===== config.mk =====
export PLATFORM = sky130hd
export DESIGN_NAME = rx_timing_ctrl
export DESIGN_NICKNAME = d
export VERILOG_FILES = /design/src/rx_timing_pkg.sv /design/src/line_glitch_filter.sv /design/src/rx_timing_ctrl.sv
export SDC_FILE = /design/constraint.sdc
export NUM_CORES = 1
export LEC_CHECK = 0
export ABC_AREA = 1
export BUFFER_PORTS_ARGS = -buffer_cell sky130_fd_sc_hd__buf_2
export CAP_MARGIN = 25
export CORE_MARGIN = 4
export CORE_UTILIZATION = 40
export CTS_CLUSTER_SIZE = 14
export DETAILED_ROUTE_END_ITERATION = 8
export PLACE_DENSITY_LB_ADDON = 0.08
export SYNTH_ARGS = -nofsm -noshare
export SYNTH_HDL_FRONTEND = slang
export SYNTH_SLANG_ARGS = --single-unit

===== constraint.sdc =====
create_clock -name hclk -period 7.85 [get_ports hclk]
set_input_delay 0.3925 -clock hclk [delete_from_list [all_inputs] [get_ports hclk]]
set_output_delay 0.3925 -clock hclk [all_outputs]
set_load 0.05 [all_outputs]

===== src/rx_timing_pkg.sv =====
// Shared constants, register map and carriers for the line receiver timing block.
// Assumes a 25 MHz system clock and a sampling tick near 32.768 kHz made from it.
package rx_timing_pkg;

   // ==========================================================
   // Clock and sampling tick
   localparam int unsigned CLK_HZ = 25000000;
   localparam int unsigned SAMPLE_TICK_HZ = 32768;
   localparam logic [9:0] TICK_DIV = 10'(CLK_HZ / SAMPLE_TICK_HZ);

   // ==========================================================
   // Bit timing, in sample ticks
   localparam logic [8:0] MIN_BASE_TICKS = 9'h043;
   localparam logic [8:0] MAX_BASE_TICKS = 9'h05a;
   localparam logic [8:0] DATA_BASE_TICKS = 9'h022;
   localparam logic [8:0] DATA_STEP_TICKS = 9'h002;
   localparam int unsigned LOW_DRIVE_US = 3630;
   localparam logic [8:0] LOW_DRIVE_TICKS =
      9'((LOW_DRIVE_US * 64'd32768 + 64'd999999) / 64'd1000000);
   localparam logic [3:0] LAST_BIT = 4'h9;
   localparam logic [3:0] EOM_BIT = 4'h8;
   localparam logic [3:0] BYTE_BIT = 4'h7;
   localparam logic [2:0] MAX_FILTER_CODE = 3'h3;

   // ==========================================================
   // Register map, byte addresses
   localparam logic [7:0] CTRL_ADDR = 8'h00;
   localparam logic [7:0] OWN_ADDR_ADDR = 8'h04;
   localparam logic [7:0] STATUS_ADDR = 8'h08;
   localparam logic [7:0] MASK_ADDR = 8'h0c;
   localparam logic [7:0] RXDATA_ADDR = 8'h10;
   localparam logic [31:0] CTRL_RESET = 32'h0000_0000;
   localparam logic [31:0] CTRL_WMASK = 32'h0137_777f;
   localparam logic [15:0] OWN_ADDR_RESET = 16'h0000;
   localparam logic [2:0] STATUS_RESET = 3'h0;

   // Status and mask bit positions
   localparam int unsigned ST_RX_BYTE = 0;
   localparam int unsigned ST_MIN_ERR = 1;
   localparam int unsigned ST_MAX_ERR = 2;

   // ==========================================================
   // Control register fields
   typedef struct packed {
      logic data_ack_suppress;
      logic [1:0] high_glitch_filter_len;
      logic [2:0] low_glitch_filter_len;
      logic [2:0] min_bit_cycle_adjust;
      logic [2:0] max_bit_cycle_adjust;
      logic [2:0] data_decision_point;
      logic [1:0] timeout_cycles;
      logic error_irq_hold;
      logic foreign_address_receive;
   } ctrl_s;

   // Filtered line seen by the receiver
   typedef struct packed {
      logic level;
      logic fall;
   } line_s;

   function automatic ctrl_s unpack_ctrl(input logic [31:0] r);
      ctrl_s c;
      c.data_ack_suppress = r[24];
      c.high_glitch_filter_len = r[21:20];
      c.low_glitch_filter_len = r[18:16];
      c.min_bit_cycle_adjust = r[14:12];
      c.max_bit_cycle_adjust = r[10:8];
      c.data_decision_point = r[6:4];
      c.timeout_cycles = r[3:2];
      c.error_irq_hold = r[1];
      c.foreign_address_receive = r[0];
      return c;
   endfunction

endpackage

===== src/line_glitch_filter.sv =====
// Synchroniser and high/low glitch filter for the shared bus line.
// Assumes the line arrives asynchronously and a one-clock sampling tick.
`timescale 1ns/10ps
module line_glitch_filter
   import rx_timing_pkg::*;
(
   input wire logic hclk,
   input wire logic hresetn,
   input wire logic line_in,
   input wire logic tick,
   input wire logic [1:0] high_len,
   input wire logic [2:0] low_len,
   output line_s line
);

   // ==========================================================
   // Three-stage synchroniser; a change counts once stages two and three agree
   logic sync1;
   logic sync2;
   logic sync3;
   logic stable;
   logic run_level;
   logic [2:0] run_len;
   logic [2:0] low_need;
   logic [3:0] seen;

   always_ff @(posedge hclk or negedge hresetn)
   begin
      if (!hresetn)
      begin
         sync1 <= 1'b1;
         sync2 <= 1'b1;
         sync3 <= 1'b1;
      end
      else
      begin
         sync1 <= line_in;
         sync2 <= sync1;
         sync3 <= sync2;
      end
   end

   // Stable sampled level, held while the last two stages disagree
   always_ff @(posedge hclk or negedge hresetn)
   begin
      if (!hresetn)
         stable <= 1'b1;
      else if (sync2 == sync3)
         stable <= sync3;
   end

   // Reserved low codes act as the longest legal filter
   assign low_need = (low_len > MAX_FILTER_CODE) ? MAX_FILTER_CODE : low_len;

   // Equal samples before this tick's one; code n asks for n of them, n+1 in all
   assign seen = (stable == run_level) ? {1'b0, run_len} + 4'h1 : 4'h0;

   // Count consecutive equal samples at each tick
   always_ff @(posedge hclk or negedge hresetn)
   begin
      if (!hresetn)
      begin
         run_level <= 1'b1;
         run_len <= 3'h0;
      end
      else if (tick)
      begin
         run_level <= stable;
         if (stable != run_level)
            run_len <= 3'h0;
         else if (run_len != 3'h7)
            run_len <= run_len + 3'h1;
      end
   end

   // Level changes only after enough samples; a shorter run is noise
   always_ff @(posedge hclk or negedge hresetn)
   begin
      if (!hresetn)
      begin
         line.level <= 1'b1;
         line.fall <= 1'b0;
      end
      else
      begin
         line.fall <= 1'b0;
         if (tick)
         begin
            if (stable && !line.level && seen >= {2'b00, high_len})
               line.level <= 1'b1;
            if (!stable && line.level && seen >= {1'b0, low_need})
            begin
               line.level <= 1'b0;
               line.fall <= 1'b1;
            end
         end
      end
   end

endmodule


===== src/rx_timing_ctrl.sv =====
// Receive timing, glitch filtering and acknowledge logic for a single-wire control
// link, with its registers on an AHB-Lite slave port.
// Assumes one slave on the bus, an open-drain line resolved by the surroundings,
// and a separate start-bit detector that pulses frame_start.
//
// Summary of operation
// Data block acknowledge unless suppress bit set
// Header block matching own address always acknowledged; the code skips it while an error is held
// High level needs one to four samples
// Low level needs one to four samples
// Minimum cycle is 67 ticks plus adjust
// Short cycle: interrupt, drive line low 3.63ms
// Maximum cycle is 90 ticks plus adjust
// Long cycle raises an interrupt; the code raises none with error_irq_hold and timeout_cycles 0
// Data decision point 34 ticks, steps of two
// Hold errors until acknowledge or timeout
// Optionally receive blocks for foreign addresses
// Count ticks from filtered falling edge
//
// Design decisions made here: the address map and the AHB-Lite interface to the registers.
`timescale 1ns/10ps
module rx_timing_ctrl
   import rx_timing_pkg::*;
(
   input wire logic hclk,
   input wire logic hresetn,
   input wire logic hsel,
   input wire logic [31:0] haddr,
   input wire logic [1:0] htrans,
   input wire logic hwrite,
   input wire logic [2:0] hsize,
   input wire logic [31:0] hwdata,
   input wire logic hready,
   output logic [31:0] hrdata,
   output logic hreadyout,
   output logic hresp,
   input wire logic frame_start,
   input wire logic line_in,
   output logic line_out,
   output logic line_oe,
   output logic irq
);

   typedef enum logic [1:0] {st_idle, st_armed, st_bit, st_low_drive} rx_state_e;

   // ==========================================================
   // Threshold arithmetic
   function automatic logic [8:0] bit_limit(input logic [8:0] base, input logic [2:0] code);
      if (code[2])
         bit_limit = base - 9'({1'b0, code} - 4'h3);
      else
         bit_limit = base + 9'(code);
   endfunction

   function automatic logic [8:0] decision_ticks(input logic [2:0] code);
      case (code)
         3'h1: decision_ticks = DATA_BASE_TICKS + DATA_STEP_TICKS;
         3'h2: decision_ticks = DATA_BASE_TICKS + 9'(2 * DATA_STEP_TICKS);
         3'h3: decision_ticks = DATA_BASE_TICKS + 9'(3 * DATA_STEP_TICKS);
         3'h4: decision_ticks = DATA_BASE_TICKS - DATA_STEP_TICKS;
         3'h5: decision_ticks = DATA_BASE_TICKS - 9'(2 * DATA_STEP_TICKS);
         3'h6: decision_ticks = DATA_BASE_TICKS - 9'(3 * DATA_STEP_TICKS);
         default: decision_ticks = DATA_BASE_TICKS;
      endcase
   endfunction

   // ==========================================================
   // Registers
   logic [31:0] ctrl_reg;
   logic [15:0] own_addr;
   logic [2:0] status;
   logic [2:0] mask;
   logic [9:0] rx_word;
   ctrl_s cfg;
   line_s line;

   logic wr_pend;
   logic [7:0] wr_addr;
   logic addr_phase;
   logic [2:0] ev_set;
   logic [31:0] rd_mux;

   assign cfg = unpack_ctrl(ctrl_reg);
   assign hreadyout = 1'b1; // Zero wait states, every access completes at once
   assign hresp = 1'b0;
   assign addr_phase = hsel && hready && htrans[1];

   // Read mux; unmapped addresses read as zero
   always_comb
   begin
      case (haddr[7:0])
         CTRL_ADDR: rd_mux = ctrl_reg;
         OWN_ADDR_ADDR: rd_mux = {16'h0000, own_addr};
         STATUS_ADDR: rd_mux = {29'h0, status};
         MASK_ADDR: rd_mux = {29'h0, mask};
         RXDATA_ADDR: rd_mux = {22'h0, rx_word};
         default: rd_mux = 32'h0000_0000;
      endcase
   end

   // Address phase capture; read data is ready for the following data phase
   always_ff @(posedge hclk or negedge hresetn)
   begin
      if (!hresetn)
      begin
         wr_pend <= 1'b0;
         wr_addr <= 8'h00;
         hrdata <= 32'h0000_0000;
      end
      else
      begin
         wr_pend <= addr_phase && hwrite;
         if (addr_phase)
            wr_addr <= haddr[7:0];
         if (addr_phase && !hwrite)
            hrdata <= rd_mux;
      end
   end

   // Configuration registers; writes land in the data phase
   always_ff @(posedge hclk or negedge hresetn)
   begin
      if (!hresetn)
      begin
         ctrl_reg <= CTRL_RESET;
         own_addr <= OWN_ADDR_RESET;
         mask <= STATUS_RESET;
      end
      else if (wr_pend)
      begin
         if (wr_addr == CTRL_ADDR)
            ctrl_reg <= hwdata & CTRL_WMASK;
         if (wr_addr == OWN_ADDR_ADDR)
            own_addr <= hwdata[15:0];
         if (wr_addr == MASK_ADDR)
            mask <= hwdata[2:0];
      end
   end

   // Sticky status, write one to clear; a new event wins over the clear
   always_ff @(posedge hclk or negedge hresetn)
   begin
      if (!hresetn)
         status <= STATUS_RESET;
      else if (wr_pend && wr_addr == STATUS_ADDR)
         status <= (status & ~hwdata[2:0]) | ev_set;
      else
         status <= status | ev_set;
   end

   // Level interrupt while any unmasked status bit is set
   always_ff @(posedge hclk or negedge hresetn)
   begin
      if (!hresetn)
         irq <= 1'b0;
      else
         irq <= |(status & mask);
   end

   // ==========================================================
   // Sampling tick and line filter
   logic [9:0] tick_cnt;
   logic tick;

   always_ff @(posedge hclk or negedge hresetn)
   begin
      if (!hresetn)
      begin
         tick_cnt <= 10'h000;
         tick <= 1'b0;
      end
      else
      begin
         tick <= (tick_cnt == TICK_DIV - 10'h001);
         tick_cnt <= (tick_cnt == TICK_DIV - 10'h001) ? 10'h000 : tick_cnt + 10'h001;
      end
   end

   line_glitch_filter filter_i (
      .hclk(hclk),
      .hresetn(hresetn),
      .line_in(line_in),
      .tick(tick),
      .high_len(cfg.high_glitch_filter_len),
      .low_len(cfg.low_glitch_filter_len),
      .line(line)
   );

   // ==========================================================
   // Bit timing state machine
   rx_state_e state;
   logic [8:0] cnt;
   logic [3:0] bit_idx;
   logic header_blk;
   logic [9:0] shift;
   logic addr_match;
   logic receiving;
   logic ack_want;
   logic ack_drive;
   logic err_pending;
   logic [8:0] min_thr;
   logic [8:0] max_thr;
   logic [8:0] dec_thr;
   logic [8:0] tout_thr;
   logic at_decision;
   logic dest_hit;
   logic dest_mine;

   assign min_thr = bit_limit(MIN_BASE_TICKS, cfg.min_bit_cycle_adjust);
   assign max_thr = bit_limit(MAX_BASE_TICKS, cfg.max_bit_cycle_adjust);
   assign dec_thr = decision_ticks(cfg.data_decision_point);
   // Timeout spans one to three maximum bit cycles; the reserved code acts as three
   assign tout_thr = (cfg.timeout_cycles == 2'h0) ? max_thr :
                     (cfg.timeout_cycles == 2'h1) ? 9'(2 * max_thr) : 9'(3 * max_thr);
   assign at_decision = tick && state == st_bit && cnt == dec_thr;
   assign dest_mine = own_addr[shift[3:0]];
   assign dest_hit = dest_mine || shift[3:0] == 4'hf || cfg.foreign_address_receive;

   always_ff @(posedge hclk or negedge hresetn)
   begin
      if (!hresetn)
      begin
         state <= st_idle;
         cnt <= 9'h000;
         bit_idx <= 4'h0;
         header_blk <= 1'b1;
         shift <= 10'h000;
         addr_match <= 1'b0;
         receiving <= 1'b0;
         ack_want <= 1'b0;
         ack_drive <= 1'b0;
         err_pending <= 1'b0;
         rx_word <= 10'h000;
         ev_set <= 3'h0;
      end
      else
      begin
         ev_set <= 3'h0;
         case (state)
            st_idle:
            begin
               ack_drive <= 1'b0;
               if (frame_start)
               begin
                  state <= st_armed;
                  header_blk <= 1'b1;
                  bit_idx <= 4'h0;
                  err_pending <= 1'b0;
               end
            end
            st_armed:
            begin
               if (line.fall)
               begin
                  state <= st_bit;
                  cnt <= 9'h000;
               end
            end
            st_bit:
            begin
               if (line.fall && !ack_drive)
               begin
                  cnt <= 9'h000;
                  if (cnt < min_thr)
                  begin
                     ev_set[ST_MIN_ERR] <= 1'b1;
                     state <= st_low_drive;
                  end
                  else if (bit_idx == LAST_BIT)
                  begin
                     bit_idx <= 4'h0;
                     header_blk <= 1'b0;
                  end
                  else
                  begin
                     bit_idx <= bit_idx + 4'h1;
                     // Own drive stands in for the acknowledge bit's low phase
                     if (bit_idx == EOM_BIT && ack_want && !err_pending)
                        ack_drive <= 1'b1;
                  end
               end
               else if (tick)
               begin
                  cnt <= cnt + 9'h001;
                  if (cnt == max_thr + 9'h001)
                  begin
                     if (cfg.error_irq_hold)
                        err_pending <= 1'b1;
                     else
                     begin
                        ev_set[ST_MAX_ERR] <= 1'b1;
                        state <= st_idle;
                     end
                  end
                  if (cfg.error_irq_hold && cnt == tout_thr)
                  begin
                     ev_set[ST_MAX_ERR] <= err_pending;
                     state <= st_idle;
                  end
               end
               if (at_decision)
               begin
                  shift <= {shift[8:0], line.level};
                  if (bit_idx == LAST_BIT)
                     ack_drive <= 1'b0;
               end
               // Address decode at the end of the header byte
               if (at_decision && header_blk && bit_idx == BYTE_BIT)
               begin
                  addr_match <= own_addr[{shift[2:0], line.level}];
                  receiving <= own_addr[{shift[2:0], line.level}] ||
                               {shift[2:0], line.level} == 4'hf ||
                               cfg.foreign_address_receive;
               end
               // Acknowledge decision once the end-of-message bit is in
               if (at_decision && bit_idx == EOM_BIT)
                  ack_want <= header_blk ? addr_match :
                              (addr_match && !cfg.data_ack_suppress);
               if (at_decision && bit_idx == LAST_BIT)
               begin
                  if (receiving)
                  begin
                     rx_word <= {line.level, shift[0], shift[8:1]};
                     ev_set[ST_RX_BYTE] <= 1'b1;
                  end
                  if (err_pending)
                  begin
                     ev_set[ST_MAX_ERR] <= 1'b1;
                     err_pending <= 1'b0;
                  end
                  if (shift[0])
                     state <= st_idle;
               end
            end
            st_low_drive:
            begin
               ack_drive <= 1'b0;
               if (tick)
               begin
                  cnt <= cnt + 9'h001;
                  if (cnt == LOW_DRIVE_TICKS - 9'h001)
                     state <= st_idle;
               end
            end
            default: state <= st_idle;
         endcase
      end
   end

   // Open-drain line: only ever pulls low
   always_ff @(posedge hclk or negedge hresetn)
   begin
      if (!hresetn)
         line_oe <= 1'b0;
      else
         line_oe <= ack_drive || state == st_low_drive;
   end

   assign line_out = 1'b0;

endmodule


* After elaboration in Yosys (flattened, before gate mapping)
Cells that the tools add are included.
** Storage, ports and cells
- Output and inout bits :: 37
- Bits of input ports :: 76
- Bits in registers :: 148
- Word-level logic and storage cells :: 217
** Operators by class
- $lt $le $gt $ge :: 5
- Reduce and logical (&&, ||, !) cells :: 54
- Bitwise operators :: 5
- Equality and inequality tests :: 37
- $mul :: 1
- Muxes and demuxes :: 72
- Add/sub/neg operators :: 12
** Operators with widths (count)
- case mux 25 bit (5 select lines) :: 1
- 2-to-1 mux 9 bit :: 7
- case mux 6 bit (6 select lines) :: 1
- equality test 8 x 4 -> 1 bit, second input constant :: 4
- 2-to-1 mux 1 bit :: 32
- equality test 9 bit :: 3
- case mux 9 bit (3 select lines) :: 1
- 2-to-1 mux 2 bit :: 13
- logical AND 1 bit :: 20
- 2-to-1 mux 4 bit :: 5
- AND reduction 2 bit :: 10
- adder 9 x 1 -> 9 bit, second input constant :: 2
- subtractor 8 x 4 -> 9 bit, first input constant :: 2
- adder 7 x 3 -> 8 bit, first input constant :: 2
- equality test 8 x 3 -> 1 bit, second input constant :: 2
- logical NOT 8 bit :: 2
- 2-to-1 mux 3 bit :: 5
- equality test 4 bit, second input constant :: 3
- adder 10 x 1 -> 10 bit, second input constant :: 1
- equality test 10 bit, second input constant :: 1
- 2-to-1 mux 10 bit :: 1
- equality test 3 bit, second input constant :: 3
- equality test 9 x 7 -> 1 bit, second input constant :: 1
- < comparator 9 bit :: 1
- other kinds (37) :: 63

* Logic depth before layout (Yosys ltp)
Gate-level depths: netlist of the first run.
- Depth in word-level cells :: 14
- Gate-level depth with buffers :: 23
- Depth with buffers taken out :: 23

* Modules after synthesis
From an unflattened synthesis of the first run, not the netlist that was laid out.
** Unflattened totals
- Cell total of the unflattened synthesis :: 949
- Area total of the unflattened synthesis :: 7607.3 sq um
** By module, submodules not included
- rx_timing_ctrl :: cells an instance 881, times used 1, area an instance 7024.2 sq um, sequential area each 3204.3 sq um
- line_glitch_filter :: cells an instance 68, times used 1, area an instance 583.1 sq um, sequential area each 257.7 sq um

* Worst setup path before layout of the first run
No wires, ideal clock.
- Kind :: reg2reg
- From :: reg ctrl_reg[8]
- To :: reg state[1]
- Cell stages (with the launch flop) :: 20
- Data arrival time :: 2.684 ns
- Period minus slack after synthesis :: 2.768 ns
- Path buffers :: 0
- Library setup time :: 0.084 ns
- Setup slack :: 5.082 ns
- Data required time :: 7.766 ns
- Path through :: dfrtp_1 -> inv_1 -> ha_1 -> inv_1 -> nand2_1 -> nand2_1 -> nand2_1 -> nand2_1 -> ha_1 -> fa_1 -> or2_2 -> nand3_1 -> nand2_1 -> nand3_1 -> nor2_1 -> nand3_1 -> nand2_1 -> nand2_1 -> nand2_1 -> a21boi_0
** Between the ends
- Word-level cells in the longest chain between the ends :: 14
- Elaborated cells on any way between the ends :: 18
- Classes of those cells :: add/sub (4); mul (1); eq/ne (2); mux (10); reduce/logical (1)
** RTL lines
- start, declared :: RTL line rx_timing_ctrl.sv:69 : logic [31:0] ctrl_reg;
- start signal, assigned :: RTL line rx_timing_ctrl.sv:132 : ctrl_reg <= hwdata & CTRL_WMASK;
- subtractor 3 x 2 -> 4 bit :: RTL line rx_timing_ctrl.sv:50 : bit_limit = base - 9'({1'b0, code} - 4'h3);
- subtractor 8 x 4 -> 9 bit :: RTL line rx_timing_ctrl.sv:50
- 2-to-1 mux 9 bit * :: RTL line rx_timing_ctrl.sv:49 : if (code[2])
- multiplier 2 x 9 -> 9 bit :: RTL line rx_timing_ctrl.sv:214 : (cfg.timeout_cycles == 2'h1) ? 9'(2 * max_thr) : 9'(3 * max_thr);
- 2-to-1 mux 9 bit :: RTL line rx_timing_ctrl.sv:214
- 2-to-1 mux 9 bit :: RTL line rx_timing_ctrl.sv:213 : assign tout_thr = (cfg.timeout_cycles == 2'h0) ? max_thr :
- equality test 9 bit :: RTL line rx_timing_ctrl.sv:295 : if (cfg.error_irq_hold && cnt == tout_thr)
- logical AND 1 bit :: RTL line rx_timing_ctrl.sv:295
- 2-to-1 mux 2 bit * :: RTL line rx_timing_ctrl.sv:295
- 2-to-1 mux 2 bit * :: RTL line rx_timing_ctrl.sv:282 : else if (tick)
- 2-to-1 mux 2 bit * :: RTL line rx_timing_ctrl.sv:261 : if (line.fall && !ack_drive)
- 2-to-1 mux 2 bit :: RTL line rx_timing_ctrl.sv:331 : if (shift[0])
- 2-to-1 mux 2 bit * :: RTL line rx_timing_ctrl.sv:319 : if (at_decision && bit_idx == LAST_BIT)
- case mux 2 bit (4 select lines) * :: RTL line rx_timing_ctrl.sv:239 : case (state)
- end signal, assigned :: RTL line rx_timing_ctrl.sv:245 : state <= st_armed;
- end signal, assigned :: RTL line rx_timing_ctrl.sv:267 : state <= st_low_drive;
- end signal, assigned :: RTL line rx_timing_ctrl.sv:332 : state <= st_idle;
- end, declared :: RTL line rx_timing_ctrl.sv:191 : rx_state_e state;
Every way passes the cells marked *; elsewhere a longest branch is shown, timed or not.
A chain may end at the register's enable or synchronous reset.

* Worst setup path in the final report of the first run
- From :: reg ctrl_reg[8]
- To :: reg state[0]
Same word-level chain as after synthesis.

==> metrics.yaml, run 1 <==
clocking:
  tritoncts: "yes"
  cts_buffers: 17
  cts-root-buf: "clkbuf_16"
  clock_sinks: 138
  worstSkewPairLatency_ns: 0.42
  clk_pin_slew_ns: 0.06
  clockBufferDepth: 2
  h-tree-depth: 4
  cts_resized: 0
critical_path:
  worstRegToRegCells: 19
  crit_path_start_kind: "register"
  crit_type: "register to register"
  required_ns: 8.19
  path_max_fanout: 6
  setup.worst_path.end_class: "register"
  crit_arrival_ns: 3.62
sta:
  final-setup-viol-count: 0
  finalCritPeriodShare_pct: 41.77
  max_slew_margin_pct: 27.17
  hold_viol: 0
  post-route-min-period_ns: 3.279
  fin_worst_skew_ns: 0.009122
  fmax_mhz: 304.9
  setup_tns_ns: 0
  setup_slack_ns: 4.571
  rsz0062_at_grt: "no"
  slew_violations: 0
  tightest_slew_ns: 1.084
synthesis:
  seq_area_frac_synth_pct: 45.32
  synth_top_area_share_pct: 42.92
  synth_area_sq_um: 7639
  ys_warn_count: 0
  synth-seq-cells: 138
  synth_edf_count: 0
  synthArstFlopShare_pct: 100.0
  synth_cell_types: 54
  synth_area_leaders: "dfrtp_1, nand2_1, inv_1, ha_1, o21ai_0"
  synth.most_common_cell: "nand2_1"
  synth_largest_area_cell: "dfrtp_1"
  syn_inst: 947
  synth_commonest_cells: "nand2_1, inv_1, dfrtp_1"
  synthFlopType: "dfrtp_1"
  avgSynthCellArea_sq_um: 8.066
placed_design:
  dpl.hpwl_um: 14030
  portBuffers: 61
  gp_congestion: 0.8321
  dp_slack_ns: 4.606
global_routing:
  antenna_found_initial: 1
  track_usage_pct: 18.10
  grt_pass1_vias: 5983
  grt_pass1_wl_um: 31240
  grt.overflow.total: 0
  grt_max_degree: 74
die:
  fp-row-count: 50
  fp.dieH_um: 146.2
  io_pins: 113
  start_util_pct: 40.70
  chipWidth_um: 146.2
  coreArea_sq_um: 18770
  dieArea_sq_um: 21370
layout:
  final_nets: 1133
  area_delta_synth_final_pct: 15.25
  drive_above_1_share_pct: 13.46
  largest_reg_flops: 22
  antenna_cells: 0
detailed_routing:
  num_vias: 6252
  totalWireLength_um: 18780
  via_per_inst: 4.934
  drtAntennaViolNets: 0
  firstDrtPassIters: 5
  drc: 0
  wl_per_cell_um: 14.82
  dr.first_iter.drc_count: 337
status:
  status: "complete, no violations"
power_and_ir_drop:
  p_per_area_nw_per_um2: 269.5
  vdd_ir_drop_max_mv: 0.1836
  leakage_nw: 4.524
hold_path:
  hold_path_depth: 1
  hold_path_class: "input pin to register"
run:
  cap_viol_max_count: 0
cell type report:
| cell class | instances | area, sq um |
|---|---|---|
| fillers | 1897 | 9965 |
| flip-flops and latches | 138 | 3462 |
| multi-input cells | 649 | 3513 |
| inverters | 145 | 544.3 |
| repair buffers | 69 | 394.1 |
| well taps | 234 | 292.8 |
| clock buffers | 20 | 456.7 |
| clock inverters | 12 | 140.1 |
report_power, final:
group | leakage (nW) | total, mW | internal, mW | switching, mW
Combinational | 2.55 | 0.715 | 0.257 | 0.458
Sequential | 1.69 | 0.842 | 0.780 | 0.0624
Clock | 0.289 | 0.816 | 0.489 | 0.327
Total | 4.52 | 2.37 | 1.53 | 0.847
logic make-up after synthesis:
group	count (synthesis)	synth area share [%]
AO/OA/AOI/OAI	174	13.40
flip-flops	138	45.32
other	2	0.09832
AND/OR/NAND/NOR	398	22.85
buffers and inverters	177	9.516
multiplexers	4	0.5896
XOR/XNOR	16	1.933
adder cells (fa/ha/maj)	38	6.290
routing by layer:
layer	routed length, um	vias up	global-route usage [%]
li1	-	3209	-
met1	9604	2930	26.38
met2	8327	94	27.53
met3	617	17	3.662
met4	214	2	4.986
met5	13	-	0
metrics by stage:
| step | utilization (%) | cell area (sq um) | hold slack, ns | total power [mW] | cells |
|---|---|---|---|---|---|
| floorplan | - | 7702 | 0.09691 | 1.398 | 964 |
| global placement | 43.53 | 8169 | 0.3461 | 1.567 | 1233 |
| detailed placement | 43.53 | 8169 | 0.3473 | 1.570 | 1233 |
| CTS | 46.76 | 8776 | 0.05346 | 2.399 | 1266 |
| global route | 46.91 | 8803 | 0.05408 | 2.542 | 1267 |
| finish | 46.91 | 8803 | 0.06980 | 2.373 | 1267 |
critical path: stages, from the launching register on:
cell and delay [ns]:
dfrtp_1 0.41, inv_1 0.14, ha_1 0.33, inv_1 0.06, nand2_1 0.06, nand2_1 0.06
nand2_1 0.08, nand2_1 0.16, ha_1 0.33, fa_1 0.48, or2_2 0.32, nand3_1 0.08
nand2_1 0.05, nand3_1 0.10, nor2_1 0.04, nand3_1 0.11, nand2_1 0.06, nand2_1 0.12
nand3_1 0.08, a21oi_1 0.14
cell usage in the layout, fill, tap and decap left out, types with 3 or more instances in the layout:
master and instances:
nand2_1 215, inv_1 143, dfrtp_1 131, o21ai_0 89
nor2_1 71, buf_2 60, nand3_1 54, ha_1 36
a21oi_1 33, nor3_1 19, conb_1 19, clkbuf_16 17
xor2_1 11, o21ai_2 10, or2_2 8, nand4_1 8
nor4_1 7, o31ai_1 7, dfstp_2 7, a22oi_1 6
buf_4 6, o22ai_1 5, a41oi_1 5, xnor2_1 4
a221oi_1 4, mux2_2 4, a21boi_0 3, nor3b_1 3
o21a_1 3, clkinv_4 3
what timing repair did:
| action | 4_1_cts | 5_1_grt |
|---|---|---|
| endpoints found under the hold margin | 65 | 0 |
| endpoints found under the setup margin | 0 | 0 |
| hold buffers | 1 | 0 |
| buffers inserted | 0 | 0 |
path summary, 6_finish.rpt:
| path | from | slack [ns] | end |
|---|---|---|---|
| max in group asynchronous | hresetn | 5.92 | tick_cnt[6] |
| setup reg to reg | ctrl_reg[8] | 4.57 | state[0] |
| min in group asynchronous | hresetn | 0.52 | wr_addr[5] |
| hold reg to reg | filter_i.sync1 | 0.35 | filter_i.sync2 |
| hold / removal | line_in | 0.07 | filter_i.sync1 |
| setup / recovery | ctrl_reg[8] | 4.57 | state[0] |
Note: power is estimated with default switching activity, not from simulation.
==> run 2: changes to the inputs <==
Clock period 7.85 ns to 3.25 ns, I/O delays scaled along.
==> metrics.yaml, run 2 (synthesis gave the netlist of run 1 again) <==
sta:
  post-route-min-period_ns: 2.963  # was 3.279 ns
  slew_violations: 0  # unchanged
  tightest_slew_ns: 0.8969  # was 1.084 ns
  fmax_mhz: 337.5  # was 304.9 MHz
  max_slew_margin_pct: 40.06  # was 27.17%
  setup_tns_ns: 0  # unchanged
  setup_slack_ns: 0.2868  # was 4.571 ns
  final-setup-viol-count: 0  # unchanged
  finalCritPeriodShare_pct: 91.18  # was 41.77%
  rsz0062_at_grt: "no"  # unchanged
  fin_worst_skew_ns: 0.01301  # was 0.009122 ns
  hold_viol: 0  # unchanged
die:
  io_pins: 113  # unchanged
  coreArea_sq_um: 18770  # unchanged
  fp.dieH_um: 146.2  # unchanged
  fp-row-count: 50  # unchanged
  start_util_pct: 40.70  # unchanged
  dieArea_sq_um: 21370  # unchanged
  chipWidth_um: 146.2  # unchanged
clocking:
  clockBufferDepth: 2  # unchanged
  clk_pin_slew_ns: 0.06  # about the same
  h-tree-depth: 4  # unchanged
  worstSkewPairLatency_ns: 0.42  # about the same
  tritoncts: "yes"  # unchanged
  clock_sinks: 138  # unchanged
  cts_buffers: 17  # unchanged
  cts-root-buf: "clkbuf_16"  # unchanged
critical_path:
  setup.worst_path.end_class: "register"  # unchanged
  crit_arrival_ns: 3.29  # was 3.62 ns
  crit_type: "register to register"  # unchanged
  required_ns: 3.58  # was 8.19 ns
  path_max_fanout: 6  # unchanged
  crit_path_start_kind: "register"  # unchanged
detailed_routing:
  wl_per_cell_um: 14.74  # was 14.82 um
  firstDrtPassIters: 7  # was 5
  via_per_inst: 4.937  # was 4.934
  drc: 0  # unchanged
  num_vias: 6339  # was 6252
  dr.first_iter.drc_count: 322  # was 337
  drtAntennaViolNets: 0  # unchanged
  totalWireLength_um: 18930  # was 18780 um
power_and_ir_drop:
  p_per_area_nw_per_um2: 648.1  # was 269.5 nW/um^2
  vdd_ir_drop_max_mv: 0.4051  # was 0.1836 mV
  p_comb_share_pct: 31.6  # was 30.1%
  pwr-share-seq_pct: 34.9  # was 35.5%
  swShare_pct: 35.35  # was 35.71%
  clkPwrFrac_pct: 33.5  # was 34.4%
  leakage_nw: 4.586  # was 4.524 nW
  p_int_mw: 3.764  # was 1.526 mW
  power.switching_mw: 2.058  # was 0.8472 mW
global_routing:
  grt_max_degree: 55  # was 74
  grt_pass1_wl_um: 32120  # was 31240 um
  track_usage_pct: 18.47  # was 18.10%
  grt_pass1_vias: 6309  # was 5983
  grt.busiest_layer: "met2"  # unchanged
  gr-usage-met2_pct: 28.36  # was 27.53%
  grtUsageMet1_pct: 26.57  # was 26.38%
  antenna_found_initial: 1  # unchanged
  grtUsageMet3_pct: 4.128  # was 3.662%
  grt.overflow.total: 0  # unchanged
layout:
  final_cells: 1284  # was 1267
  design_area_sq_um: 8982  # was 8803 sq um
  most-common-layout-cells: "nand2_1, inv_1, dfrtp_1, o21ai_0, nor2_1"  # unchanged
  largest_reg_flops: 22  # unchanged
  area_delta_synth_final_pct: 17.59  # was 15.25%
  final_common_cell: "nand2_1"  # unchanged
  antenna_cells: 0  # unchanged
  drive_above_1_share_pct: 14.48  # was 13.46%
  final_nets: 1151  # was 1133
placed_design:
  place_inst: 1239  # was 1233
  portBuffers: 61  # unchanged
  gp_congestion: 0.8250  # was 0.8321
  place_area_sq_um: 8214  # was 8169 sq um
  dpl.hpwl_um: 14370  # was 14030 um
  dp_slack_ns: 0.1003  # was 4.606 ns
hold_path:
  hold_path_class: "input pin to register"  # unchanged
status:
  status: "complete, no violations"  # unchanged
run:
  cap_viol_max_count: 0  # unchanged
-- run 2: cell types whose count changed in the layout (fill, tap and decap cells not counted), moves of 2 or more --
cell	before	now
ha_1	36	33
dlygate4sd3_1	1	12
ha_4	0	3
buf_4	6	14
inv_6	2	4
-- run 2: path summary, 6_finish.rpt --
path	startpoint	endpoint	slack (ns)	cells after the start
min	hwdata[24]	ctrl_reg[24]	0.005	3
min in group asynchronous	hresetn	hrdata[2]	0.27	2
max in group asynchronous	hresetn	filter_i.line[1]	2.12	3
max reg2reg	ctrl_reg[8]	state[1]	0.29	19
max	ctrl_reg[8]	state[1]	0.29	19
min reg2reg	filter_i.sync1	filter_i.sync2	0.35	0
-- run 2: layout make-up --
class	count	area, sq um
fill	1860	9786
multi-input combinational	649	3556
sequential	138	3462
inverter	145	544.3
timing repair buffer	87	536.8
clock buffer	19	452.9
tap	234	292.8
clock inverter	12	137.6
-- run 2: through the flow --
| step | hold WS (ns) | utilization, % | total power [mW] |
|---|---|---|---|
| global route | 0.02837 | 47.86 | 6.286 |
| floorplan | -0.1331 | - | 3.378 |
| global placement | 0.1718 | 43.77 | 3.799 |
| finish | 0.004513 | 47.86 | 5.822 |
| CTS | 0.002531 | 47.55 | 5.783 |
| detailed placement | 0.1642 | 43.77 | 3.807 |
-- run 2: metal layers --
| metal | wire length, um | vias to the layer above |
|---|---|---|
| li1 | - | 3241 |
| met1 | 9565 | 2933 |
| met2 | 8275 | 141 |
| met3 | 822 | 22 |
| met4 | 252 | 2 |
| met5 | 9 | - |
-- run 2: worst max-delay path: stages, from the launching register on --
cell	delay, ns
dfrtp_1	0.41
inv_2	0.07
ha_1	0.29
inv_1	0.04
nand2_1	0.07
nand2_1	0.05
nand2_1	0.10
nand2_2	0.11
ha_4	0.20
fa_1	0.44
or2_2	0.32
nand3_1	0.09
nand2_1	0.06
nand3_1	0.09
nor2_1	0.04
nand3_1	0.10
nand2_1	0.06
nand2_1	0.11
nand2_1	0.06
a21boi_0	0.15
-- run 2: what timing repair did --
item | CTS | global route
setup buffers | 0 | 2
gates resized for setup | 0 | 7
hold buffers | 12 | 0
endpoints found under the setup margin | 0 | 3
hold endpoints to repair | 57 | 0
-- run 2: power by group through the flow --
stage	Combinational, mW	Sequential (mW)	Clock (mW)
final	1.84	2.03	1.95
after global routing	2.15	2.06	2.07
after CTS	1.76	2.04	1.99
after detailed placement	1.74	2.07	0
after global placement	1.73	2.06	0
after floorplan	1.32	2.06	0
==> run 3: changes to the inputs <==
Settings changed: CELL_PAD_IN_SITES_DETAIL_PLACEMENT from default to 1, CELL_PAD_IN_SITES_GLOBAL_PLACEMENT from default to 1, SYNTH_HIERARCHICAL from default to 1.
==> metrics.yaml, run 3 <==
status:
  status: "complete, no violations"  # unchanged
layout:
  largest_reg_flops: 22  # unchanged
  multi_input_area_sq_um: 3467  # was 3556 sq um
  design_area_sq_um: 8955  # was 8982 sq um
  final_nets: 1146  # was 1151
  final_util_pct: 47.87  # was 47.86%
  final_common_cell: "nand2_1"  # unchanged
  most-common-layout-cells: "nand2_1, inv_1, dfrtp_1, nor2_1, buf_2"  # was nand2_1, inv_1, dfrtp_1, o21ai_0, nor2_1
  area_delta_synth_final_pct: 17.71  # was 17.59%
  antenna_cells: 0  # unchanged
  seq_area_sq_um: 3462  # unchanged
  drive_above_1_share_pct: 15.01  # was 14.48%
  nFillCells: 2307  # was 1860
synthesis:
  synthArstFlopShare_pct: 100.0  # unchanged
  synth-seq-cells: 138  # unchanged
  synth_cell_types: 54  # unchanged
  synth_xor_area_share_pct: 2.171  # was 1.933%
  ys_warn_count: 6  # was 0
  synth.most_common_cell: "nand2_1"  # unchanged
  synth_area_leaders: "dfrtp_1, nand2_1, inv_1, ha_1, o21ai_0"  # unchanged
  yosys.area_share.simple_pct: 22.09  # was 22.85%
  synth-compound-area-share_pct: 12.81  # was 13.40%
  synthFlopType: "dfrtp_1"  # unchanged
  syn_inst: 949  # was 947
  synth_commonest_cells: "nand2_1, inv_1, dfrtp_1"  # unchanged
  synth_top_family_by_area: "simple AND/OR/NAND/NOR gates"  # unchanged
  synth_largest_area_cell: "dfrtp_1"  # unchanged
  synth_edf_count: 0  # unchanged
  synth_adder_area_share_pct: 6.316  # was 6.290%
  seq_area_frac_synth_pct: 45.51  # was 45.32%
  synth_area_sq_um: 7607  # was 7639 sq um
  synth_top_area_share_pct: 43.09  # was 42.92%
  synthMuxAreaShare_pct: 1.036  # was 0.5897%
  avgSynthCellArea_sq_um: 8.016  # was 8.066 sq um
critical_path:
  timing.rr.start: "ctrl_reg[8]"  # unchanged
  crit_path_start_kind: "register"  # unchanged
  crit_family: "simple AND/OR/NAND/NOR gates"  # unchanged
  path_cells: "inv_2 > ha_1 > inv_1 > nand2_1 > nand2_1 > nand2_1 > nand2_2 > ha_1 > fa_2 > nand3_2 > nand3_1 > nand2_1 > nand2_1 > nand2_1 > nand2_1 > nand2_1 > nand3_1 > nor2_1 > nand4_1 > nand2_1 > nand2_1 > nand3_1 > a21oi_1"  # was inv_2 > ha_1 > inv_1 > nand2_1 > nand2_1 > nand2_1 > nand2_2 > ha_4 > fa_1 > or2_2 > nand3_1 > nand2_1 > nand3_1 > nor2_1 > nand3_1 > nand2_1 > nand2_1 > nand2_1 > a21boi_0
  path_buf_inv: 2  # unchanged
  worstRegToRegCells: 23  # was 19
  crit_top_cell: "nand2_1"  # unchanged
  setup.worst_path.end_class: "register"  # unchanged
  path_max_fanout: 4  # was 6
  crit_arrival_ns: 3.22  # was 3.29 ns
  r2r-end: "state[0]"  # was state[1]
  cpPeakStageDelay_ns: 0.37  # was 0.44 ns
  crit_type: "register to register"  # unchanged
  required_ns: 3.56  # was 3.58 ns
  r2r_slack_ns: 0.34  # was 0.29 ns
  crit_slowest_cell: "fa_2"  # was fa_1
detailed_routing:
  via_per_inst: 4.999  # was 4.937
  dr.first_iter.drc_count: 263  # was 322
  firstDrtPassIters: 4  # was 7
  wl_per_cell_um: 16.13  # was 14.74 um
  totalWireLength_um: 20640  # was 18930 um
  drc: 0  # unchanged
  num_vias: 6399  # was 6339
  drtAntennaViolNets: 0  # unchanged
die:
  coreArea_sq_um: 18710  # was 18770 sq um
  start_util_pct: 40.67  # was 40.70%
  dieArea_sq_um: 21290  # was 21370 sq um
  fp.dieH_um: 145.9  # was 146.2 um
  chipWidth_um: 145.9  # was 146.2 um
  io_pins: 113  # unchanged
  fp-row-count: 50  # unchanged
sta:
  final-setup-viol-count: 0  # unchanged
  finalCritPeriodShare_pct: 89.44  # was 91.18%
  hold_viol: 0  # unchanged
  tightest_slew_ns: 0.7893  # was 0.8969 ns
  post-route-min-period_ns: 2.907  # was 2.963 ns
  setup_tns_ns: 0  # unchanged
  fin_worst_skew_ns: 0.009039  # was 0.01301 ns
  setup_slack_ns: 0.3431  # was 0.2868 ns
  rsz0062_at_grt: "no"  # unchanged
  max_slew_margin_pct: 47.19  # was 40.06%
  fmax_mhz: 344.0  # was 337.5 MHz
  slew_violations: 0  # unchanged
power_and_ir_drop:
  p_per_area_nw_per_um2: 600.6  # was 648.1 nW/um^2
  p_comb_share_pct: 24.5  # was 31.6%
  pwr-share-seq_pct: 35.8  # was 34.9%
  vdd_ir_drop_max_mv: 0.3598  # was 0.4051 mV
  leakage_nw: 4.722  # was 4.586 nW
  p_total_mw: 5.379  # was 5.822 mW
  swShare_pct: 31.27  # was 35.35%
  p_int_mw: 3.697  # was 3.764 mW
  clkPwrFrac_pct: 39.7  # was 33.5%
  power.switching_mw: 1.682  # was 2.058 mW
global_routing:
  track_usage_pct: 20.10  # was 18.47%
  grt_max_degree: 79  # was 55
  antenna_found_initial: 0  # was 1
  grt_pass1_wl_um: 34580  # was 32120 um
  grt_pass1_vias: 6783  # was 6309
  grt.overflow.total: 0  # unchanged
placed_design:
  dp_slack_ns: 0.2087  # was 0.1003 ns
  gp_congestion: 0.8324  # was 0.8250
  place_area_sq_um: 8153  # was 8214 sq um
  dpl.hpwl_um: 15190  # was 14370 um
  portBuffers: 61  # unchanged
hold_path:
  hold_path_class: "input pin to register"  # unchanged
  hold_path_depth: 2  # was 3
  min_to: "wr_addr[0]"  # was ctrl_reg[24]
  min_from: "haddr[0]"  # was hwdata[24]
clocking:
  clk_pin_slew_ns: 0.06  # about the same
  postCtsSetupBuffers: 0  # unchanged
  h-tree-depth: 4  # unchanged
  worstSkewPairLatency_ns: 0.42  # about the same
  tritoncts: "yes"  # unchanged
  clockBufferDepth: 2  # unchanged
  cts-root-buf: "clkbuf_16"  # unchanged
  cts_buffers: 17  # unchanged
  clock_sinks: 138  # unchanged
run:
  cap_viol_max_count: 0  # unchanged
## run 3: cell types whose count changed in the layout (fill, tap and decap cells not counted), moves of 5 or more
cell,previous run,this run
o21ai_1,1,40
o21ai_0,89,58
inv_2,2,15
buf_4,14,6
nand2_1,214,206
o21ai_2,10,2
inv_1,142,135
o22ai_1,5,12
nor2_1,70,64
a21oi_1,33,38
a41oi_1,5,0
nor3_1,19,14
## run 3: final cells by class
type | count | area share (%)
Multi-Input combinational cell | 642 | 38.72
Sequential cell | 138 | 38.66
Inverter | 152 | 6.371
Timing Repair Buffer | 82 | 5.771
Clock buffer | 22 | 5.407
Tap cell | 234 | 3.270
Clock inverter | 10 | 1.802
## run 3: cell families after synthesis
logic type      Yosys count
compound gates          176
mux                       7
buf+inv                 185
other cells               3
xor+xnor                 18
simple gates            384
fa+ha+maj                38
flops                   138
## run 3: layer usage
metal / track usage (%) / share of wire (%) / vias to the layer above
li1: - / - / 3196
met1: 26.79 / 48 / 3125
met2: 33.96 / 49 / 64
met3: 3.831 / 2.0 / 14
met4: 4.796 / 0.83 / 0
met5: 0 / 0 / -
## run 3: power groups by stage
stage,clock (mW),sequential [mW],combinational (mW)
after CTS,2.17,1.93,1.31
after detailed placement,0,1.96,1.29
after floorplan,0,1.95,0.958
after global routing,2.26,1.94,1.52
after global placement,0,1.95,1.26
final,2.13,1.93,1.32
## run 3: through the flow
step | hold WS [ns] | cells
finish | 0.01753 | 1280
floorplan | -0.1331 | 965
global route | 0.01115 | 1280
CTS | 0.001642 | 1280
detailed placement | 0.2597 | 1234
global placement | 0.2591 | 1234
## run 3: worst max path at each step
stage | start | endpoint | slack (ns) | cells after the start
3_3_place_gp | ctrl_reg[9] | state[1] | 0.27 | 22
6_report | ctrl_reg[8] | state[0] | 0.34 | 23
3_5_place_dp | ctrl_reg[8] | state[0] | 0.21 | 23
2_1_floorplan | ctrl_reg[8] | state[0] | 0.45 | 23
4_1_cts | ctrl_reg[8] | state[0] | 0.19 | 23
5_1_grt | ctrl_reg[8] | state[1] | 0.01 | 23
## run 3: what timing repair did
action / CTS / global route
endpoints found under the setup margin: 0 / 6
resized for setup: 0 / 4
hold endpoints to repair: 84 / 0
hold buffers: 14 / 0
## run 3: worst register-to-register path: cells and delay by family, from the launching register on
kind	cells	cell delay, ns
buffers and inverters	2	0.11
AND/OR/NAND/NOR	17	1.35
AO/OA/AOI/OAI	1	0.06
adder cells (fa/ha/maj)	3	0.90
flip-flops	1	0.36
